--- config.mk ---
export PLATFORM = sky130hd
export DESIGN_NAME = drse_status_encoder
export DESIGN_NICKNAME = d
export VERILOG_FILES = /design/src/pkg/drse_pkg.sv /design/src/rtl/drse_status_encoder.sv
export SDC_FILE = /design/constraint.sdc
export NUM_CORES = 1
export LEC_CHECK = 0
export BUFFER_PORTS_ARGS = -buffer_cell sky130_fd_sc_hd__buf_2
export CORE_MARGIN = 3
export CORE_UTILIZATION = 60
export DETAILED_ROUTE_END_ITERATION = 16
export PLACE_DENSITY = 0.92
export SYNTH_ARGS = -nofsm -noshare
export SYNTH_HDL_FRONTEND = slang
export SYNTH_SLANG_ARGS = --single-unit
export TNS_END_PERCENT = 10
--- constraint.sdc ---
create_clock -name sys_clk -period 5 [get_ports sys_clk]
set_input_delay 0.25 -clock sys_clk [delete_from_list [all_inputs] [get_ports sys_clk]]
set_output_delay 0.25 -clock sys_clk [all_outputs]
set_load 0.01 [all_outputs]
--- src/pkg/drse_pkg.sv ---
// Purpose: Constants and carrier types for the result status byte encoder
// Assumes: Single clock domain, synchronous active-low reset
// Notes: Bit positions of the three status bytes live here
package drse_pkg;

  localparam int DRSE_RESULT_BYTES = 3;
  localparam logic [6:0] DRSE_MAX_RECAL_STEPS = 7'h50;
  localparam logic [7:0] DRSE_LAST_SECTOR = 8'hFF;
  localparam logic [7:0] DRSE_BAD_CYL = 8'hFF;
  localparam logic [1:0] DRSE_INDEX_LIMIT = 2'h2;

  localparam logic [1:0] DRSE_CC_NORMAL = 2'h0;
  localparam logic [1:0] DRSE_CC_ABNORMAL = 2'h1;
  localparam logic [1:0] DRSE_CC_INVALID = 2'h2;
  localparam logic [1:0] DRSE_CC_POLLING = 2'h3;

  localparam int DRSE_B0_CC_LO = 6;
  localparam int DRSE_B0_SEEK = 5;
  localparam int DRSE_B0_EQUIP = 4;
  localparam int DRSE_B0_HEAD = 2;
  localparam int DRSE_B0_DRIVE_LO = 0;
  localparam int DRSE_B1_EOC = 7;
  localparam int DRSE_B1_CRC = 5;
  localparam int DRSE_B1_OVR = 4;
  localparam int DRSE_B1_NOSEC = 2;
  localparam int DRSE_B1_WP = 1;
  localparam int DRSE_B1_MARK = 0;
  localparam int DRSE_B2_DEL = 6;
  localparam int DRSE_B2_DCRC = 5;
  localparam int DRSE_B2_WCYL = 4;
  localparam int DRSE_B2_BAD = 1;
  localparam int DRSE_B2_DMARK = 0;

  // Command class reported by the command engine
  typedef enum logic [3:0] {
    DRSE_CMD_OTHER = 4'h0,
    DRSE_CMD_SEEK = 4'h1,
    DRSE_CMD_RECAL = 4'h2,
    DRSE_CMD_REL_SEEK = 4'h3,
    DRSE_CMD_READ = 4'h4,
    DRSE_CMD_READ_DEL = 4'h5,
    DRSE_CMD_READ_ID = 4'h6,
    DRSE_CMD_READ_TRACK = 4'h7,
    DRSE_CMD_WRITE = 4'h8,
    DRSE_CMD_WRITE_DEL = 4'h9,
    DRSE_CMD_FORMAT = 4'hA
  } drse_cmd_t;

  // Start of command and its context
  typedef struct packed {
    logic start;
    drse_cmd_t cmd;
    logic implied_seek;
    logic head;
    logic [1:0] drive;
  } drse_cmd_info_t;

  // Execution events from the command engine and data path
  typedef struct packed {
    logic step_pulse;
    logic step_out_past_zero;
    logic seek_complete;
    logic sector_past_end;
    logic id_crc_err;
    logic data_crc_err;
    logic service_late;
    logic sector_missing;
    logic id_read_fail;
    logic sequence_fail;
    logic id_mark_found;
    logic data_mark_missing;
    logic data_mark_seen;
    logic deleted_mark_seen;
    logic id_valid;
    logic [7:0] id_cyl;
    logic [7:0] sector_num;
  } drse_event_t;

  // End of command
  typedef struct packed {
    logic finish;
    logic invalid;
    logic poll_abort;
  } drse_end_t;

endpackage : drse_pkg

--- src/rtl/drse_status_encoder.sv ---
// Purpose: Collects command outcome and builds three result-phase status bytes
// Assumes: Command engine pulses start/finish; host reads bytes via result sequence
// Notes: Drive pins are asynchronous and pass three flip-flops
// Summary of operation
// - Completion code 00 when command finished without error.
// - Completion code 01 when command started but failed.
// - Code 10 for invalid command, 11 for polling abort.
// - First byte bit 5 set on seek, recalibrate or implied seek done.
// - Equipment fault when track zero still low after 80 recalibrate steps.
// - Equipment fault when relative seek steps outward past track zero.
// - First byte bit 2 shows addressed head.
// - First byte bits 1..0 show selected drive.
// - Second byte bit 7 set on access beyond last sector, 255 max.
// - End-of-cylinder set when read or write ends without terminal count.
// - Second byte bit 5 set on ID or data field CRC error.
// - Second byte bit 4 set on service overrun or underrun.
// - Second byte bit 2 set on sector, ID or sequence not found.
// - Second byte bit 1 set if write-protect is high at any time during write or format.
// - Missing-mark set when no ID mark after two index pulses.
// - Missing-mark also set when no data or deleted data mark found.
// - Third byte bit 6 set on data mark type mismatch.
// - Third byte bit 5 set on data field CRC error.
// - Third byte bit 4 set when ID cylinder differs from internal.
// - Third byte bit 1 set when differing ID cylinder equals FF.
// - Third byte bit 0 set when no data mark of either kind found.
// - Status bytes reach host only as result bytes of a command.
`timescale 1ns/1ps

module drse_status_encoder (
  input wire logic sys_clk,
  input wire logic rst_n,
  input wire drse_pkg::drse_cmd_info_t cmd_info,
  input wire drse_pkg::drse_event_t exec_evt,
  input wire drse_pkg::drse_end_t cmd_end,
  input wire logic [7:0] internal_cyl,
  input wire logic track_zero_in,
  input wire logic write_protect_in,
  input wire logic index_pulse_in,
  input wire logic transfer_terminate_in,
  input wire logic result_rd,
  output logic [7:0] result_byte,
  output logic result_valid,
  output logic result_last,
  output logic busy
);
  import drse_pkg::*;

  typedef enum logic [2:0] {
    DRSE_IDLE = 3'b001,
    DRSE_EXEC = 3'b010,
    DRSE_RESULT = 3'b100
  } drse_state_t;

  typedef struct packed {
    // Sequencer and pin synchronisers
    drse_state_t state;
    logic [2:0] sync_tz;
    logic [2:0] sync_wp;
    logic [2:0] sync_ix;
    logic [2:0] sync_tc;

    // Settled pin levels and terminate history
    logic tz_level;
    logic wp_level;
    logic ix_level;
    logic tc_seen;

    // Context captured at command start
    drse_cmd_t cmd;
    logic implied_seek;
    logic head;
    logic [1:0] drive;

    // Execution counters
    logic [6:0] step_cnt;
    logic [1:0] index_cnt;
    logic id_mark_found;

    // Sticky status flags, cleared only at start
    logic seek_done_flag;
    logic equipment_fault_flag;
    logic end_of_cyl_flag;
    logic crc_fault_flag;
    logic overrun_flag;
    logic sector_not_found_flag;
    logic write_protect_hit_flag;
    logic mark_missing_flag;
    logic deleted_mark_seen_flag;
    logic data_field_crc_flag;
    logic cylinder_mismatch_flag;
    logic bad_track_flag;
    logic data_mark_missing_flag;

    // Assembled result bytes and read sequence
    logic [1:0] completion_code;
    logic [7:0] completion_status_byte;
    logic [7:0] transfer_error_status_byte;
    logic [7:0] media_mark_status_byte;
    logic [1:0] rd_idx;
    logic [7:0] result_byte;
    logic result_valid;
    logic result_last;
    logic busy;
  } drse_regs_t;

  drse_regs_t r;
  drse_regs_t next_r;

  // Decode helpers and synchroniser agreement
  logic is_write;
  logic is_rw;
  logic any_err;
  logic tz_agree;
  logic wp_agree;
  logic ix_agree;
  logic tc_agree;

  always_comb begin
    next_r = r;
    is_write = (r.cmd == DRSE_CMD_WRITE) || (r.cmd == DRSE_CMD_WRITE_DEL) || (r.cmd == DRSE_CMD_FORMAT);
    is_rw = is_write || (r.cmd == DRSE_CMD_READ) || (r.cmd == DRSE_CMD_READ_DEL) ||
            (r.cmd == DRSE_CMD_READ_TRACK);
    any_err = 1'b0;

    // Three-stage synchronisers; a change counts once stages two and three agree
    next_r.sync_tz = {r.sync_tz[1:0], track_zero_in};
    next_r.sync_wp = {r.sync_wp[1:0], write_protect_in};
    next_r.sync_ix = {r.sync_ix[1:0], index_pulse_in};
    next_r.sync_tc = {r.sync_tc[1:0], transfer_terminate_in};
    tz_agree = r.sync_tz[2] == r.sync_tz[1];
    wp_agree = r.sync_wp[2] == r.sync_wp[1];
    ix_agree = r.sync_ix[2] == r.sync_ix[1];
    tc_agree = r.sync_tc[2] == r.sync_tc[1];
    if (tz_agree) begin
      next_r.tz_level = r.sync_tz[2];
    end
    if (wp_agree) begin
      next_r.wp_level = r.sync_wp[2];
    end
    if (ix_agree) begin
      next_r.ix_level = r.sync_ix[2];
    end

    next_r.result_valid = 1'b0;
    next_r.result_last = 1'b0;

    unique case (r.state)
      DRSE_IDLE: begin
        next_r.busy = 1'b0;
        if (cmd_info.start) begin
          next_r = '0;
          // Keep synchroniser contents and settled levels across the clear; they hold for this cycle
          next_r.sync_tz = r.sync_tz;
          next_r.sync_wp = r.sync_wp;
          next_r.sync_ix = r.sync_ix;
          next_r.sync_tc = r.sync_tc;
          next_r.tz_level = r.tz_level;
          next_r.wp_level = r.wp_level;
          next_r.ix_level = r.ix_level;
          next_r.state = DRSE_EXEC;
          next_r.busy = 1'b1;
          next_r.cmd = cmd_info.cmd;
          next_r.implied_seek = cmd_info.implied_seek;
          next_r.head = cmd_info.head;
          next_r.drive = cmd_info.drive;
        end
      end
      DRSE_EXEC: begin
        // Terminate seen at any time during execution ends the transfer cleanly
        if (tc_agree && r.sync_tc[2]) begin
          next_r.tc_seen = 1'b1;
        end

        // Recalibrate gives up once the step limit passes with track zero low
        if (r.cmd == DRSE_CMD_RECAL && exec_evt.step_pulse && !r.tz_level) begin
          if (r.step_cnt == DRSE_MAX_RECAL_STEPS - 7'h01) begin
            next_r.equipment_fault_flag = 1'b1;
          end else begin
            next_r.step_cnt = r.step_cnt + 7'h01;
          end
        end

        if (r.cmd == DRSE_CMD_REL_SEEK && exec_evt.step_out_past_zero) begin
          next_r.equipment_fault_flag = 1'b1;
        end

        if (exec_evt.seek_complete && (r.cmd == DRSE_CMD_SEEK || r.cmd == DRSE_CMD_RECAL ||
            r.cmd == DRSE_CMD_REL_SEEK || (is_rw && r.implied_seek))) begin
          next_r.seek_done_flag = 1'b1;
        end

        if (exec_evt.sector_past_end && exec_evt.sector_num == DRSE_LAST_SECTOR) begin
          next_r.end_of_cyl_flag = 1'b1;
        end

        // Either CRC fault marks the second byte; data field faults the third too
        if (exec_evt.id_crc_err || exec_evt.data_crc_err) begin
          next_r.crc_fault_flag = 1'b1;
        end
        if (exec_evt.data_crc_err) begin
          next_r.data_field_crc_flag = 1'b1;
        end

        if (exec_evt.service_late) begin
          next_r.overrun_flag = 1'b1;
        end

        // Not-found faults count only for the command that can raise them
        if ((exec_evt.sector_missing && (r.cmd == DRSE_CMD_READ || r.cmd == DRSE_CMD_READ_DEL)) ||
            (exec_evt.id_read_fail && r.cmd == DRSE_CMD_READ_ID) ||
            (exec_evt.sequence_fail && r.cmd == DRSE_CMD_READ_TRACK)) begin
          next_r.sector_not_found_flag = 1'b1;
        end

        // Protect is a level, so protect already high at start also counts
        if (is_write && r.wp_level) begin
          next_r.write_protect_hit_flag = 1'b1;
        end

        // Missing ID mark needs two settled index edges with no mark between
        if (exec_evt.id_mark_found) begin
          next_r.id_mark_found = 1'b1;
        end
        if (ix_agree && r.sync_ix[2] && !r.ix_level && !r.id_mark_found && !exec_evt.id_mark_found) begin
          if (r.index_cnt == DRSE_INDEX_LIMIT - 2'h1) begin
            next_r.mark_missing_flag = 1'b1;
          end else begin
            next_r.index_cnt = r.index_cnt + 2'h1;
          end
        end

        if (exec_evt.data_mark_missing) begin
          next_r.mark_missing_flag = 1'b1;
          next_r.data_mark_missing_flag = 1'b1;
        end

        if ((r.cmd == DRSE_CMD_READ && exec_evt.deleted_mark_seen) ||
            (r.cmd == DRSE_CMD_READ_DEL && exec_evt.data_mark_seen)) begin
          next_r.deleted_mark_seen_flag = 1'b1;
        end

        if (exec_evt.id_valid && exec_evt.id_cyl != internal_cyl) begin
          next_r.cylinder_mismatch_flag = 1'b1;
          if (exec_evt.id_cyl == DRSE_BAD_CYL) begin
            next_r.bad_track_flag = 1'b1;
          end
        end

        // Terminate on the finishing edge itself still counts as seen
        if (cmd_end.finish) begin
          if (is_rw && !r.tc_seen && !(tc_agree && r.sync_tc[2])) begin
            next_r.end_of_cyl_flag = 1'b1;
          end
          any_err = next_r.equipment_fault_flag ||
                    next_r.end_of_cyl_flag ||
                    next_r.crc_fault_flag ||
                    next_r.overrun_flag ||
                    next_r.sector_not_found_flag ||
                    next_r.write_protect_hit_flag ||
                    next_r.mark_missing_flag ||
                    next_r.deleted_mark_seen_flag ||
                    next_r.cylinder_mismatch_flag;
          if (cmd_end.invalid) begin
            next_r.completion_code = DRSE_CC_INVALID;
          end else if (cmd_end.poll_abort) begin
            next_r.completion_code = DRSE_CC_POLLING;
          end else if (any_err) begin
            next_r.completion_code = DRSE_CC_ABNORMAL;
          end else begin
            next_r.completion_code = DRSE_CC_NORMAL;
          end

          next_r.completion_status_byte = '0;
          next_r.completion_status_byte[DRSE_B0_CC_LO +: 2] = next_r.completion_code;
          next_r.completion_status_byte[DRSE_B0_SEEK] = next_r.seek_done_flag;
          next_r.completion_status_byte[DRSE_B0_EQUIP] = next_r.equipment_fault_flag;
          next_r.completion_status_byte[DRSE_B0_HEAD] = r.head;
          next_r.completion_status_byte[DRSE_B0_DRIVE_LO +: 2] = r.drive;

          next_r.transfer_error_status_byte = '0;
          next_r.transfer_error_status_byte[DRSE_B1_EOC] = next_r.end_of_cyl_flag;
          next_r.transfer_error_status_byte[DRSE_B1_CRC] = next_r.crc_fault_flag;
          next_r.transfer_error_status_byte[DRSE_B1_OVR] = next_r.overrun_flag;
          next_r.transfer_error_status_byte[DRSE_B1_NOSEC] = next_r.sector_not_found_flag;
          next_r.transfer_error_status_byte[DRSE_B1_WP] = next_r.write_protect_hit_flag;
          next_r.transfer_error_status_byte[DRSE_B1_MARK] = next_r.mark_missing_flag;

          next_r.media_mark_status_byte = '0;
          next_r.media_mark_status_byte[DRSE_B2_DEL] = next_r.deleted_mark_seen_flag;
          next_r.media_mark_status_byte[DRSE_B2_DCRC] = next_r.data_field_crc_flag;
          next_r.media_mark_status_byte[DRSE_B2_WCYL] = next_r.cylinder_mismatch_flag;
          next_r.media_mark_status_byte[DRSE_B2_BAD] = next_r.bad_track_flag;
          next_r.media_mark_status_byte[DRSE_B2_DMARK] = next_r.data_mark_missing_flag;

          next_r.state = DRSE_RESULT;
          next_r.rd_idx = 2'h0;
          next_r.result_byte = next_r.completion_status_byte;
        end
      end
      DRSE_RESULT: begin
        // Bytes leave only through the result sequence, one per read
        if (result_rd) begin
          next_r.result_valid = 1'b1;
          next_r.result_last = (r.rd_idx == 2'(DRSE_RESULT_BYTES - 1));
          unique case (r.rd_idx)
            2'h0: begin
              next_r.result_byte = r.completion_status_byte;
            end
            2'h1: begin
              next_r.result_byte = r.transfer_error_status_byte;
            end
            default: begin
              next_r.result_byte = r.media_mark_status_byte;
            end
          endcase
          if (r.rd_idx == 2'(DRSE_RESULT_BYTES - 1)) begin
            next_r.state = DRSE_IDLE;
            next_r.busy = 1'b0;
          end else begin
            next_r.rd_idx = r.rd_idx + 2'h1;
          end
        end
      end
      default: begin
        next_r.state = DRSE_IDLE;
      end
    endcase
  end

  always_ff @(posedge sys_clk) begin
    if (!rst_n) begin
      r <= '0;
      r.state <= DRSE_IDLE;
    end else begin
      r <= next_r;
    end
  end

  assign result_byte = r.result_byte;
  assign result_valid = r.result_valid;
  assign result_last = r.result_last;
  assign busy = r.busy;

endmodule : drse_status_encoder

# Word-level counts from Yosys, hierarchy flattened
# Cells that the tools add are included.
# word_totals
register_bits	87
in_bits	58
output_inout_bits	11
elab_cells	194
# op_classes
addsub	3
eq_ne	36
muxes	56
reduce_logical	62
# op_table
cell	n
case mux 49 bit (2 select lines)	1
two-way mux 89 bit	1
two-way mux 36 bit	1
two-way mux 1 bit	34
case mux 10 bit (3 select lines)	1
!= test 2 bit (second input constant)	12
logical OR 1 bit	21
logical AND 1 bit	20
equality test 4 x 3 -> 1 bit (second input constant)	4
equality test 8 bit (second input constant)	2
case mux 8 bit (2 select lines)	1
AND reduction 4 bit	4
two-way mux 15 bit	1
two-way mux 2 bit	7
two-way mux 7 bit	2
two-way mux 13 bit	1
equality test 4 bit (second input constant)	3
AND reduction 3 bit	4
two-way mux 3 bit	3
case mux 3 bit (3 select lines)	1
equality test 4 x 2 -> 1 bit (second input constant)	2
!= test 8 bit	1
adder 7 x 1 -> 7 bit (second input constant)	1
equality test 7 bit (second input constant)	1
other kinds (16)	28

# Longest topological paths before layout
# depth
depth_word	24
mapped_depth	8
mapped_depth_nobuf	7

# Worst setup path before layout
# No wires, ideal clock.
# synth_path
path_kind	register to register
from	reg r[78] (netlist name)
to	reg r[35] (netlist name)
setup_ns	0.127
arrival_ns	1.712
required_ns	4.873
slack_ns	3.162
stages_incl_launch_ff	7
n_path_buf	0
synth_period_minus_slack_ns	1.838
cell_sequence	dfxtp_1 ha_1 nor4b_1 a211oi_1 or4b_2 nor3_1 a21oi_1
# synth_between
elab_chain_cells	16
# synth_lines
item	line_no	source
start, declared	drse_status_encoder.sv:106	drse_regs_t r;
start signal, assigned	drse_status_encoder.sv:335	r <= next_r;
equality test 1 bit	drse_status_encoder.sv:132	ix_agree = r.sync_ix[2] == r.sync_ix[1];
logical AND 1 bit (4 in a row)	drse_status_encoder.sv:224	if (ix_agree && r.sync_ix[2] && !r.ix_level && !r.id_mark_found && !exec_evt.id_mark_found) begin
two-way mux 1 bit	drse_status_encoder.sv:224	
two-way mux 1 bit	drse_status_encoder.sv:232	if (exec_evt.data_mark_missing) begin
two-way mux 1 bit	drse_status_encoder.sv:147	unique case (r.state)
logical OR 1 bit	drse_status_encoder.sv:259	next_r.write_protect_hit_flag ||
logical OR 1 bit	drse_status_encoder.sv:260	next_r.mark_missing_flag ||
logical OR 1 bit	drse_status_encoder.sv:261	next_r.deleted_mark_seen_flag ||
two-way mux 1 bit	drse_status_encoder.sv:267	end else if (any_err) begin
two-way mux 2 bit	drse_status_encoder.sv:265	end else if (cmd_end.poll_abort) begin
two-way mux 2 bit	drse_status_encoder.sv:263	if (cmd_end.invalid) begin
two-way mux 36 bit	drse_status_encoder.sv:250	if (cmd_end.finish) begin
case mux 49 bit (2 select lines)	drse_status_encoder.sv:147	
# No other way between the ends. The select of a mux whose other input is x is not followed.
# A chain may end at the register's enable or synchronous reset.

# Final worst setup path
# layout_path
from	reg r[88] (netlist name)
to	reg r[35] (netlist name)
# layout_between
elab_chain_cells	3
word_cells_on_any_way	7
classes_between	eq/ne (4); mux (1); reduce/logical (2)
# layout_lines
item
equality test 3 x 2 -> 1 bit / equality test 3 x 1 -> 1 bit (equally long branches)
!= test 2 bit (no source line) / nonzero test 2 bit (equally long branches)
AND reduction 3 bit (no source line)
# Several ways; a longest one is shown, not always the timed one.

==> metrics.txt <==
Clock Latency Late Sink around 360 ps; area leader, netlist dfxtp_1; Slowest-stage cell, CP a21oi_2; Antenna diodes 0; Hold WC Path Type in2reg; syn_area_per_cell between 8 and 9 um2; gr ovfl total 0; FF+latch area between 1500 and 2000 um2; Cell Area, Synth about 4000 um2; first-pass GRT wire length about 15000 um; Yosys top cell area share about two fifths; initial DRC count around 280; sequential power share between 50 and 60%; critical path arrival 2740 ps; clk sinks between 80 and 90; EDFF count, synth 0; VDD IR max roughly 0.00021 V; Initial Utilization roughly 64%; drt total wl a little under 9000 um; status complete, no violations; Net Sw Power about 350 uW; Yosys warning count 0; Top-Level Pins 69; Setup-failing EPs final 0; # DRC 0; Max Clock Skew ~13 ps; Yosys reg bits around 80; Post-Syn Instances 457; dpl ws about 2500 ps; Root Driver clkbuf_8; hpwl dp ~6300 um; Max Cap Viol 0; TritonCTS Buffers 9; Area contributors post-synth dfxtp_1 42%, nand2_1 8.2%, a21boi_0 7.5%; Setup crit end kind flip-flop; maximum root-to-sink buffer count 2; DIE WIDTH between 80 and 90 um; area delta synth->final 10.6%; worst setup margin between 2000 and 2500 ps; Max Clock Freq approximately 400 MHz; GRT Total Usage around a quarter; Max stage delay on crit path 940 ps; pin slew with the least headroom to its limit approximately 1200 ps; Multi-input gate area about 2000 um2; critical-path cell list and4bb_2, a21oi_2, a211oi_1, a31oi_1, a21oi_1; Std-Cell Rows 28; placer's final routability congestion estimate about 0.8; setup_tns 0 ps; register area share after synthesis approximately two fifths; Clock Power Share 35.4%; nets around 570; via count roughly 3500; Filler cells roughly 490; P per Cell Area just under 300 nW/um2; Switching Share around 28%; die area roughly 7500 um2; share of layout cells above drive strength 1 20.4%; largest net degree at the start of global routing 78; most frequent cells after synthesis 85 x nand2_1, 81 x dfxtp_1, 39 x a21boi_0; vias per cell 5.97; CP Launch Type flip-flop; Max-slew headroom between 10% and 20%; Crit Path Category reg2reg; cell internal pwr approximately 900 uW; ys async rst share 0%; H-Tree Level Count 3; Final Max Tran Viols 0; Comb power frac around a tenth; Post-CTS Setup Repair Bufs 0; Final Hold Fails 0; Leak around 0.0017 uW; number of global-route vias before repair ~3400; core footprint roughly 6100 um2; CTS tree yes; routed len/inst between 15 and 20 um; PortBufs 68; Synth cell types a little under 60; most common flop cell mapped by yosys dfxtp_1; Util after Layout ~70%; synthesized net count roughly 520; Crit Path Max Fanout 31; Detailed Routing Iterations Pass 1 5; RSZ-0062 raised after global routing no; final period utilization roughly half; initial antenna violation count 0; Final min period roughly 2500 ps; number of gates resized after CTS 0; die outline height 86.5 um; Worst Path Required around 5200 ps; register clock-pin slew on the reported worst setup and hold paths approximately 90 ps; antenna-violating nets left 0; Post-CTS Hold Buffers 0; top-count cell post-synth nand2_1
==> registers in the layout (all words and copies together), names as in the netlist <==
| name | flops |
|---|---|
| busy | 1 |
| r | 70 |
| result_byte | 8 |
| result_valid | 1 |
| result_last | 1 |
==> final cells by class <==
cell class	count	share of cell area (%)
inverters	5	0.436
clock inverters	7	1.25
multi-input cells	334	47.3
flip-flops and latches	81	37.7
repair buffers	70	8.26
well taps	75	2.18
clock buffers	9	2.88
==> cells in the final DEF, fill, tap and decap left out, types with 3 or more instances in the layout <==
| cell type | synthesis | layout |
|---|---|---|
| o21ai_0 | 21 | 21 |
| dfxtp_1 | 81 | 81 |
| ha_1 | 6 | 6 |
| xor2_1 | 8 | 8 |
| a21oi_1 | 27 | 26 |
| nand2b_1 | 3 | 3 |
| nand2_1 | 85 | 85 |
| nand3_1 | 11 | 11 |
| clkbuf_8 | 2 | 9 |
| nand3b_1 | 4 | 4 |
| o21a_1 | 5 | 5 |
| buf_2 | 4 | 68 |
| nor3b_1 | 3 | 3 |
| a21o_1 | 5 | 5 |
| and4bb_2 | 3 | 3 |
| nor2_1 | 16 | 16 |
| a22o_1 | 5 | 5 |
| a31oi_1 | 5 | 5 |
| or3_2 | 3 | 3 |
| nand4_1 | 4 | 4 |
| inv_1 | 5 | 5 |
| a31o_2 | 3 | 3 |
| nor4b_1 | 3 | 3 |
| nor3_1 | 7 | 7 |
| and2_1 | 3 | 3 |
| o211ai_1 | 4 | 4 |
| a22oi_1 | 7 | 7 |
| and3_1 | 8 | 8 |
| nor2b_1 | 13 | 13 |
| a21boi_0 | 39 | 39 |
==> worst max-delay path, delay by kind of cell (launching register included) <==
kind	cells	cell delay [ps]
compound gates	4	1420
flops	1	510
simple gates	1	450
==> worst paths after layout <==
kind,start,end,slack [ps],depth (start not counted)
hold reg to reg,r[21],r[21],460,2
setup / recovery,r[88],r[35],2500,5
setup reg to reg,r[88],r[35],2500,5
hold / removal,index_pulse_in,r[77],140,3
==> per-layer routing <==
layer	global-route usage [%]	vias to the layer above	part of all wire, %
li1	-	1699	-
met1	30.8	1624	43
met2	42.0	121	48
met3	5.70	26	5.9
met4	12.2	0	2.6
met5	0	-	0
==> power groups by stage <==
stage,Sequential [uW],Combinational [uW],Clock [uW]
final,672,130,440
after global routing,674,145,476
after CTS,672,129,443
after detailed placement,687,129,0
after global placement,686,124,0
after floorplan,682,89.7,0
==> logic make-up (layout without fill, tap and decap cells) <==
logic type	Yosys count	count (layout)	synth area share (%)
AND/OR/NAND/NOR	179	179	23.6
AO/OA/AOI/OAI	137	137	23.9
flip-flops	81	81	41.7
buffers and inverters	42	91	6.08
XOR/XNOR	9	9	2.03
adder cells (fa/ha/maj)	6	6	1.93
multiplexers	3	3	0.836
==> stage by stage <==
stage          instances  hold slack [ps]  total power (uW)  instance area [um2]
2_1_floorplan        457              362               772                 3890
3_3_place_gp         565              431               810                 4130
3_5_place_dp         565              438               815                 4130
4_1_cts              581              132              1240                 4300
5_1_grt              581              142              1300                 4300
6_report             581              137              1240                 4300
(Power assumes the default switching activity.)
